`src/hw/bac_pkg.sv`:
```
// Package for the breakpoint address/data comparators.
// Assumes AHB-Lite word access; offsets are byte addresses.
package bac_pkg;
  localparam logic [7:0] OFF_CTRL_ONE  = 8'h00;
  localparam logic [7:0] OFF_CTRL_TWO  = 8'h04;
  localparam logic [7:0] OFF_MASK      = 8'h08;
  localparam logic [7:0] OFF_A_EXT     = 8'h0C;
  localparam logic [7:0] OFF_A_ADDR    = 8'h10;
  localparam logic [7:0] OFF_B_EXT     = 8'h14;
  localparam logic [7:0] OFF_B_VALUE   = 8'h18;
  localparam logic [7:0] OFF_STATUS    = 8'h1C;
  // Control one fields
  localparam int BIT_TRACE_EN   = 0;
  // Control two fields
  localparam int BIT_BKP_EN     = 0;
  localparam int BIT_FULL_MODE  = 1;
  // Mask register fields
  localparam int BIT_A_MASK_HI  = 7;
  localparam int BIT_A_MASK_LO  = 6;
  localparam int BIT_B_MASK_HI  = 5;
  localparam int BIT_B_MASK_LO  = 4;
  localparam int BIT_A_QUAL     = 3;
  localparam int BIT_A_TYPE     = 2;
  localparam int BIT_B_QUAL     = 1;
  localparam int BIT_B_TYPE     = 0;
  // Extended register fields
  localparam int BIT_PAGE_LO    = 6;
  localparam logic [7:0] RESET_BYTE = 8'h00;
  localparam logic [15:0] RESET_WORD = 16'h0000;

  typedef struct packed {
    logic [15:0] addr;
    logic [5:0]  page;
    logic [15:0] data;
    logic        read;
    logic        valid;
    logic        romAccess;
  } bac_bus_type;
endpackage

```
`src/hw/bac_comparators.sv`:
```
// Breakpoint comparators A and B with AHB-Lite register slave.
// Assumes core bus sampled on sys_clk; secure is a same-clock level.
//
// Operation
// - Dual mask x:0 full compare, 0:1 drops low byte; extended only if paged.
// - Dual mask 1:1 compares only extended page bits, 64K window on ROM breakpoints and on trace page 01; no match otherwise.
// - Full mode B mask: 0:0 both, 0:1 high, 1:0 low, 1:1 none.
// - Full mode ignores comparator B extended register.
// - Trace mode: page select bits 7:6 choose extended compare.
// - Upper page select bit ignored; 10 and 11 act as 00, 01.
// - Breakpoint mode: ROM access compares page and 13:8, else 15:8.
// - Trace mode page 01 compares bits 21:16 and 15:8; 00 none.
// - Each unmasked comparator A value bit demands equal address bit, except 15:14 on ROM breakpoints.
// - Breakpoint-enable bit selects breakpoint mode.
// - Trace-enable selects trace mode unless breakpoint-enable set.
// - Secured device never enables trace mode.
// - Dual mask 1:0 treated as full compare.
// - Cycle qualify on: type 0 matches writes, 1 matches reads.
`timescale 1ns/1ps
module bac_comparators (
  input  wire logic              sys_clk,
  input  wire logic              srst,
  input  wire logic              hsel,
  input  wire logic [31:0]       haddr,
  input  wire logic [1:0]        htrans,
  input  wire logic              hwrite,
  input  wire logic [2:0]        hsize,
  input  wire logic [31:0]       hwdata,
  input  wire logic              hready,
  output logic [31:0]            hrdata,
  output logic                   hreadyout,
  output logic                   hresp,
  input  wire bac_pkg::bac_bus_type coreBus,
  input  wire logic              secure,
  output logic                   matchA,
  output logic                   matchB,
  output logic                   breakpointMode,
  output logic                   traceMode
);
  logic [7:0]  ctrlOne_reg;
  logic [7:0]  ctrlTwo_reg;
  logic [7:0]  mask_reg;
  logic [7:0]  aExt_reg;
  logic [7:0]  bExt_reg;
  logic [15:0] aAddr_reg;
  logic [15:0] bValue_reg;
  logic        wrPend_reg;
  logic [7:0]  wrAddr_reg;
  logic [31:0] readWord;
  logic        readTake;
  logic        matchA_next;
  logic        matchB_next;
  logic        bkpNext;
  logic        trcNext;
  logic        fullMode;
  logic        dataOk;
  logic        modeOn;
  // Per-comparator view, index 0 is A and 1 is B
  logic [7:0]  cmpExt  [2];
  logic [15:0] cmpVal  [2];
  logic [1:0]  cmpMask [2];
  logic [1:0]  cmpQual [2];
  logic [1:0]  addrOk;
  logic [1:0]  cycleOk;

  // Bus slave: zero wait, always OKAY; a write lands one edge after its address
  always_ff @(posedge sys_clk) begin
    if (srst) begin
      wrPend_reg <= 1'b0;
    end else if (hready) begin
      wrPend_reg <= hsel && htrans[1] && hwrite;
    end
  end

  always_ff @(posedge sys_clk) begin
    if (srst) begin
      wrAddr_reg <= 8'h00;
    end else if (hready) begin
      wrAddr_reg <= haddr[7:0];
    end
  end

  // Register writes, one process per register
  always_ff @(posedge sys_clk) begin
    if (srst) begin
      ctrlOne_reg <= bac_pkg::RESET_BYTE;
    end else if (wrPend_reg && wrAddr_reg == bac_pkg::OFF_CTRL_ONE) begin
      ctrlOne_reg <= hwdata[7:0];
    end
  end

  always_ff @(posedge sys_clk) begin
    if (srst) begin
      ctrlTwo_reg <= bac_pkg::RESET_BYTE;
    end else if (wrPend_reg && wrAddr_reg == bac_pkg::OFF_CTRL_TWO) begin
      ctrlTwo_reg <= hwdata[7:0];
    end
  end

  always_ff @(posedge sys_clk) begin
    if (srst) begin
      mask_reg <= bac_pkg::RESET_BYTE;
    end else if (wrPend_reg && wrAddr_reg == bac_pkg::OFF_MASK) begin
      mask_reg <= hwdata[7:0];
    end
  end

  always_ff @(posedge sys_clk) begin
    if (srst) begin
      aExt_reg <= bac_pkg::RESET_BYTE;
    end else if (wrPend_reg && wrAddr_reg == bac_pkg::OFF_A_EXT) begin
      aExt_reg <= hwdata[7:0];
    end
  end

  always_ff @(posedge sys_clk) begin
    if (srst) begin
      aAddr_reg <= bac_pkg::RESET_WORD;
    end else if (wrPend_reg && wrAddr_reg == bac_pkg::OFF_A_ADDR) begin
      aAddr_reg <= hwdata[15:0];
    end
  end

  always_ff @(posedge sys_clk) begin
    if (srst) begin
      bExt_reg <= bac_pkg::RESET_BYTE;
    end else if (wrPend_reg && wrAddr_reg == bac_pkg::OFF_B_EXT) begin
      bExt_reg <= hwdata[7:0];
    end
  end

  always_ff @(posedge sys_clk) begin
    if (srst) begin
      bValue_reg <= bac_pkg::RESET_WORD;
    end else if (wrPend_reg && wrAddr_reg == bac_pkg::OFF_B_VALUE) begin
      bValue_reg <= hwdata[15:0];
    end
  end

  // Read decode for the address phase being taken
  always_comb begin
    readTake = hready && hsel && htrans[1] && !hwrite;
    if (haddr[7:0] == bac_pkg::OFF_CTRL_ONE) begin
      readWord = {24'h00_0000, ctrlOne_reg};
    end else if (haddr[7:0] == bac_pkg::OFF_CTRL_TWO) begin
      readWord = {24'h00_0000, ctrlTwo_reg};
    end else if (haddr[7:0] == bac_pkg::OFF_MASK) begin
      readWord = {24'h00_0000, mask_reg};
    end else if (haddr[7:0] == bac_pkg::OFF_A_EXT) begin
      readWord = {24'h00_0000, aExt_reg};
    end else if (haddr[7:0] == bac_pkg::OFF_A_ADDR) begin
      readWord = {16'h0000, aAddr_reg};
    end else if (haddr[7:0] == bac_pkg::OFF_B_EXT) begin
      readWord = {24'h00_0000, bExt_reg};
    end else if (haddr[7:0] == bac_pkg::OFF_B_VALUE) begin
      readWord = {16'h0000, bValue_reg};
    end else if (haddr[7:0] == bac_pkg::OFF_STATUS) begin
      readWord = {28'h000_0000, matchB, matchA, traceMode, breakpointMode};
    end else begin
      readWord = 32'h0000_0000;
    end
  end

  always_ff @(posedge sys_clk) begin
    if (srst) begin
      hrdata <= 32'h0000_0000;
    end else if (readTake) begin
      hrdata <= readWord;
    end
  end

  // Fixed answer: no wait states, no errors
  always_ff @(posedge sys_clk) begin
    if (srst) begin
      hreadyout <= 1'b1;
    end else begin
      hreadyout <= 1'b1;
    end
  end

  always_ff @(posedge sys_clk) begin
    if (srst) begin
      hresp <= 1'b0;
    end else begin
      hresp <= 1'b0;
    end
  end

  // Mode selection
  always_comb begin
    bkpNext = ctrlTwo_reg[bac_pkg::BIT_BKP_EN];
    trcNext = ctrlOne_reg[bac_pkg::BIT_TRACE_EN] && !bkpNext && !secure;
  end

  always_ff @(posedge sys_clk) begin
    if (srst) begin
      breakpointMode <= 1'b0;
    end else begin
      breakpointMode <= bkpNext;
    end
  end

  always_ff @(posedge sys_clk) begin
    if (srst) begin
      traceMode <= 1'b0;
    end else begin
      traceMode <= trcNext;
    end
  end

  always_comb begin
    cmpExt[0]  = aExt_reg;
    cmpExt[1]  = bExt_reg;
    cmpVal[0]  = aAddr_reg;
    cmpVal[1]  = bValue_reg;
    cmpMask[0] = {mask_reg[bac_pkg::BIT_A_MASK_HI], mask_reg[bac_pkg::BIT_A_MASK_LO]};
    cmpMask[1] = {mask_reg[bac_pkg::BIT_B_MASK_HI], mask_reg[bac_pkg::BIT_B_MASK_LO]};
    cmpQual[0] = {mask_reg[bac_pkg::BIT_A_QUAL], mask_reg[bac_pkg::BIT_A_TYPE]};
    cmpQual[1] = {mask_reg[bac_pkg::BIT_B_QUAL], mask_reg[bac_pkg::BIT_B_TYPE]};
  end

  // Address compare, one copy per comparator
  for (genvar i = 0; i < 2; i++) begin : gen_cmp
    logic extUse;
    logic extOk;
    logic hiOk;
    logic loOk;
    logic useHi;
    logic useLo;

    // Extended compare and high-byte span by mode
    always_comb begin
      extUse = 1'b0;
      hiOk   = (cmpVal[i][15:8] == coreBus.addr[15:8]);
      if (bkpNext && coreBus.romAccess) begin
        extUse = 1'b1;
        hiOk   = (cmpVal[i][13:8] == coreBus.addr[13:8]);
      end else if (trcNext && cmpExt[i][bac_pkg::BIT_PAGE_LO]) begin
        extUse = 1'b1;
      end
    end

    // Mask pair decode
    always_comb begin
      extOk = !extUse || (cmpExt[i][5:0] == coreBus.page);
      loOk  = (cmpVal[i][7:0] == coreBus.addr[7:0]);
      useLo = !cmpMask[i][0];
      useHi = !(cmpMask[i][1] && cmpMask[i][0]);
    end

    assign addrOk[i]  = extOk && (!useHi || hiOk) && (!useLo || loOk)
                        && (extUse || useHi);
    assign cycleOk[i] = !cmpQual[i][1] || (cmpQual[i][0] == coreBus.read);
  end

  // Full-mode data compare with byte-lane masks
  always_comb begin
    dataOk = 1'b1;
    if (!mask_reg[bac_pkg::BIT_B_MASK_HI]) begin
      dataOk = dataOk && (bValue_reg[15:8] == coreBus.data[15:8]);
    end
    if (!mask_reg[bac_pkg::BIT_B_MASK_LO]) begin
      dataOk = dataOk && (bValue_reg[7:0] == coreBus.data[7:0]);
    end
  end

  // Match conditions per comparator
  always_comb begin
    fullMode    = ctrlTwo_reg[bac_pkg::BIT_FULL_MODE] && bkpNext;
    modeOn      = coreBus.valid && (bkpNext || trcNext);
    matchA_next = modeOn && addrOk[0] && cycleOk[0];
    if (fullMode) begin
      // B compares data; its extended register is unused
      matchB_next = matchA_next && dataOk;
    end else begin
      matchB_next = modeOn && addrOk[1] && cycleOk[1];
    end
  end

  // One pulse per qualifying bus cycle
  always_ff @(posedge sys_clk) begin
    if (srst) begin
      matchA <= 1'b0;
    end else begin
      matchA <= matchA_next;
    end
  end

  always_ff @(posedge sys_clk) begin
    if (srst) begin
      matchB <= 1'b0;
    end else begin
      matchB <= matchB_next;
    end
  end
endmodule

```
`config.mk`:
```
export PLATFORM = sky130hd
export DESIGN_NAME = bac_comparators
export DESIGN_NICKNAME = d
export VERILOG_FILES = /design/src/hw/bac_pkg.sv /design/src/hw/bac_comparators.sv
export SDC_FILE = /design/constraint.sdc
export NUM_CORES = 1
export LEC_CHECK = 0
export BUFFER_PORTS_ARGS = -buffer_cell sky130_fd_sc_hd__buf_2
export CAP_MARGIN = 40
export CELL_PAD_IN_SITES_DETAIL_PLACEMENT = 1
export CELL_PAD_IN_SITES_GLOBAL_PLACEMENT = 1
export CORE_UTILIZATION = 41
export CTS_BUF_LIST = sky130_fd_sc_hd__clkbuf_16
export DETAILED_ROUTE_END_ITERATION = 10
export GPL_TIMING_DRIVEN = 0
export PLACE_DENSITY = 0.92
export SYNTH_ARGS = -nofsm -noshare
export SYNTH_HDL_FRONTEND = slang
export SYNTH_SLANG_ARGS = --single-unit
export TNS_END_PERCENT = 10
```
`constraint.sdc`:
```
create_clock -name sys_clk -period 3.85 [get_ports sys_clk]
set_input_delay 0.385 -clock sys_clk [delete_from_list [all_inputs] [get_ports sys_clk]]
set_output_delay 0.385 -clock sys_clk [all_outputs]
set_load 0.005 [all_outputs]
```
==> summary.md <==
The largest total area in the synthesized netlist belongs to sky130_fd_sc_hd__dfxtp_1. The cell area power density works out to 368 nW/um^2. Summing all multi-input logic gate instances after layout gives 2930 sq um. The initial antenna violation count is 0.

The total area inside the core boundary comes to 12200 sq um. Share of cells above drive strength 1: 0.200. The worst hold path class was in2reg. For this run, the post-layout net count is 837.

The max-cap violation count came out at 0. Across the VDD grid, the largest voltage drop is 283 uV. The async set or reset register ratio after synthesis came out at 0. The vias after detailed routing is 4993.

Ranked by total cell area, the synthesized netlist is headed by sky130_fd_sc_hd__dfxtp_1 39%, sky130_fd_sc_hd__mux2i_1 9.6%, sky130_fd_sc_hd__nand2_1 5.4%, sky130_fd_sc_hd__xnor2_1 5.4%, sky130_fd_sc_hd__a21oi_1 5.3%. The run gives 13200 sq um as the die outline area. A synthesized cell averages 8.62 sq um. Yosys printed 0 warnings.

Number of cells on the worst reg-to-reg path: 5. The first-pass iteration count of the detailed router is 5, and the via density per instance is 5.59. From bottom edge to top edge, the die measures 115 um. TritonCTS built the clock tree. At the worst endpoint, the required time is 4.07 ns. The arrival time at the worst endpoint is 2.30 ns. The x dimension of the die works out to 115 um. In this run the count of I/O pins placed on the die edge is 154. The first global-routing pass estimated 28000 um of wire.

The slew at the pin closest to its max-slew limit was 0.749 ns; the post-synthesis cell count was 604. The netlist uses 50 different library cells. The critical path goes through buf_2, clkbuf_1, buf_1, a21oi_1, o221ai_1, a221o_1, a21oi_1. The worst setup path is captured at a flip-flop. Number of antenna cells inserted: 0. Root buffer selected by CTS: sky130_fd_sc_hd__clkbuf_16. Clock-pin slew was measured on the worst setup and hold paths at 0.07 ns. The flow ran to the end, and the final reports show no timing, DRC or antenna violations. The most used flip-flop cell after synthesis is sky130_fd_sc_hd__dfxtp_1. The normalized max-slew margin is 0.500.

In the synthesized netlist, the cells that appear most often are 101 x sky130_fd_sc_hd__dfxtp_1, 75 x sky130_fd_sc_hd__nand2_1, 63 x sky130_fd_sc_hd__nor2_1. After detailed routing, the number of remaining DRC violations is 0. For the final database, setup skew stands at 0.00772 ns. Timing analysis after detailed placement gives a worst setup slack of 1.48 ns. For the number of DRC markers after the initial detailed-route iteration, the log shows 378. Worst hold path endpoint: bValue_reg[14]. In the final routed layout, each cell accounts on average for 20.2 um. Slowest stage cell on the critical path: sky130_fd_sc_hd__buf_1. The portion of the clock cycle consumed by the worst path in the final layout works out to 0.540. Counting the fill cells in the layout gives 1523. The number of synthesized flops with an enable pin is 0. The endpoint of the lowest-slack register-to-register path is ctrlOne_reg[4].

Buffers placed on the I/O ports in this run total 90. The mapped netlist covers 5210 sq um. The total overflow left after global routing is 0. The area share of the largest cell type after synthesis is 0.388.

Cell with the most instances after synthesis: sky130_fd_sc_hd__dfxtp_1. Site row count: 40. The area growth from synthesis to layout is 20.2%. Aggregate routed wire length: 18000 um.

The H-tree was split into 3 levels. The tools report the count of antenna-violating nets left after detailed routing as 0. The congestion estimate from routability-driven global placement came to 0.927. The tools report the slack of the worst reg-to-reg path as 1.82 ns. Final max-slew violation count: 0. Entering global routing, the biggest net connects 16 pins. TritonCTS created 9 clock buffers. Along the worst path, the maximum fanout reaches 10.

The most critical setup path has its startpoint at haddr[2]. Static leakage: 2.62 nW. Post-route core utilization: 0.513. Setup repair after global routing left no endpoint under its margin. On the worst path, the slowest cell contributes a delay of 0.62 ns. Once the clock tree was built, the setup fixing pass inserted 0 buffers. The number of clock sinks seen by CTS is 101, and the half-perimeter wire length after detailed placement is 13800 um.

The worst setup path is launched from a primary input. The setup slack after layout was 1.77 ns; the post-synthesis sequential element count was 101. The worst hold path begins at hwdata[14]. The proportion of synthesized chip area in sequential cells was 0.388; the clock latency of the later-clocked register in the worst-skew pair was 0.36 ns. The dominant cell type by count on the critical path is sky130_fd_sc_hd__a21oi_1. Setup violations remaining at the end of the flow were counted as 0. The tools report the via count of the first global-routing pass as 5209. The run gives 481 MHz as the achievable frequency. For the global routing usage summed across all routing layers, the log shows 0.287.

The number of stages on the worst hold path works out to 3. The type of the worst setup path was in2reg. The tools report the source of the worst register-to-register timing path as wrAddr_reg[0].

Post-CTS repair changed the size of 0 cells. Effective utilization at floorplan: 0.427. The final hold violation count was 0; the cts-stage hold buffer count was 0. For the final setup TNS, the log shows 0 ns.

Number of buffers on the longest clock path: 2. Across the whole layout, storage elements account for 2020 sq um. The worst path needs 2.08 ns of the cycle, external delays included.
==> stage by stage <==
| step | hold slack, ns | instance area [sq um] | total power [mW] | instances |
|---|---|---|---|---|
| after detailed placement | 0.448 | 5930 | 1.30 | 878 |
| after floorplan | 0.428 | 5270 | 1.20 | 620 |
| after CTS | 0.277 | 6260 | 2.31 | 894 |
| after global placement | 0.440 | 5930 | 1.29 | 878 |
| after global routing | 0.297 | 6260 | 2.37 | 894 |
| final | 0.279 | 6260 | 2.30 | 894 |
==> layer usage <==
metal,global-route usage,up-vias,wire length [um]
met1,0.338,2417,7410
met3,0.0577,56,1070
met4,0.144,0,692
met5,0,-,0
met2,0.498,218,8840
li1,-,2302,-
==> report_power, final <==
part	internal, mW	switching, mW
Sequential	1.05	0.00659
Combinational	0.0897	0.133
Clock	0.627	0.392
==> how the worst max path moves through the flow <==
stage / depth (start not counted) / endpoint
final: 7 / hrdata[7]
after global routing: 5 / mask_reg[3]
after CTS: 5 / ctrlOne_reg[4]
after detailed placement: 7 / hrdata[1]
after global placement: 7 / hrdata[7]
after floorplan: 7 / aAddr_reg[10]
==> cells by family after synthesis <==
kind of cell    share of synthesized area
simple gates                        0.196
xor+xnor                            0.104
other cells                       0.00144
mux                                 0.113
buf+inv                            0.0613
compound gates                      0.135
flops                               0.388
==> worst max-delay path, delay by kind of cell <==
| family | cells | cell delay [ns] |
|---|---|---|
| buf+inv | 3 | 1.22 |
| compound gates | 4 | 0.69 |
==> layout by cell type (no fill, tap or decap), types with 3 or more instances in the layout <==
cell and count:
sky130_fd_sc_hd__dfxtp_1 101, sky130_fd_sc_hd__clkbuf_16 9, sky130_fd_sc_hd__xnor2_1 32, sky130_fd_sc_hd__a22oi_1 5, sky130_fd_sc_hd__buf_1 3, sky130_fd_sc_hd__mux4_2 4
sky130_fd_sc_hd__nor2_1 63, sky130_fd_sc_hd__buf_2 99, sky130_fd_sc_hd__o22ai_1 8, sky130_fd_sc_hd__buf_4 18, sky130_fd_sc_hd__nand2b_1 4, sky130_fd_sc_hd__mux2i_1 50
sky130_fd_sc_hd__nor2b_1 11, sky130_fd_sc_hd__nand4_1 7, sky130_fd_sc_hd__or3_1 6, sky130_fd_sc_hd__xor2_1 30, sky130_fd_sc_hd__nor4_1 8, sky130_fd_sc_hd__a22o_1 4
sky130_fd_sc_hd__clkbuf_1 20, sky130_fd_sc_hd__a21oi_1 55, sky130_fd_sc_hd__a221oi_1 8, sky130_fd_sc_hd__nor3_1 13, sky130_fd_sc_hd__o21ai_0 5, sky130_fd_sc_hd__nor3b_1 3
sky130_fd_sc_hd__nand2_1 75, sky130_fd_sc_hd__nand3_1 4, sky130_fd_sc_hd__o221ai_1 5, sky130_fd_sc_hd__bufinv_16 3, sky130_fd_sc_hd__a221o_1 4, sky130_fd_sc_hd__o211ai_1 6
sky130_fd_sc_hd__a21o_1 4, sky130_fd_sc_hd__conb_1 18, sky130_fd_sc_hd__and3_1 3, sky130_fd_sc_hd__inv_1 9, sky130_fd_sc_hd__and2_1 3
==> layout make-up <==
| type | count | area share |
|---|---|---|
| Multi-Input combinational cell | 459 | 0.468 |
| Inverter | 8 | 0.00480 |
| Buffer | 52 | 0.0462 |
| Clock buffer | 9 | 0.0360 |
| Timing Repair Buffer | 90 | 0.0719 |
| Clock inverter | 7 | 0.0170 |
| Sequential cell | 101 | 0.323 |
| Tap cell | 168 | 0.0336 |
(Power assumes the default switching activity.)
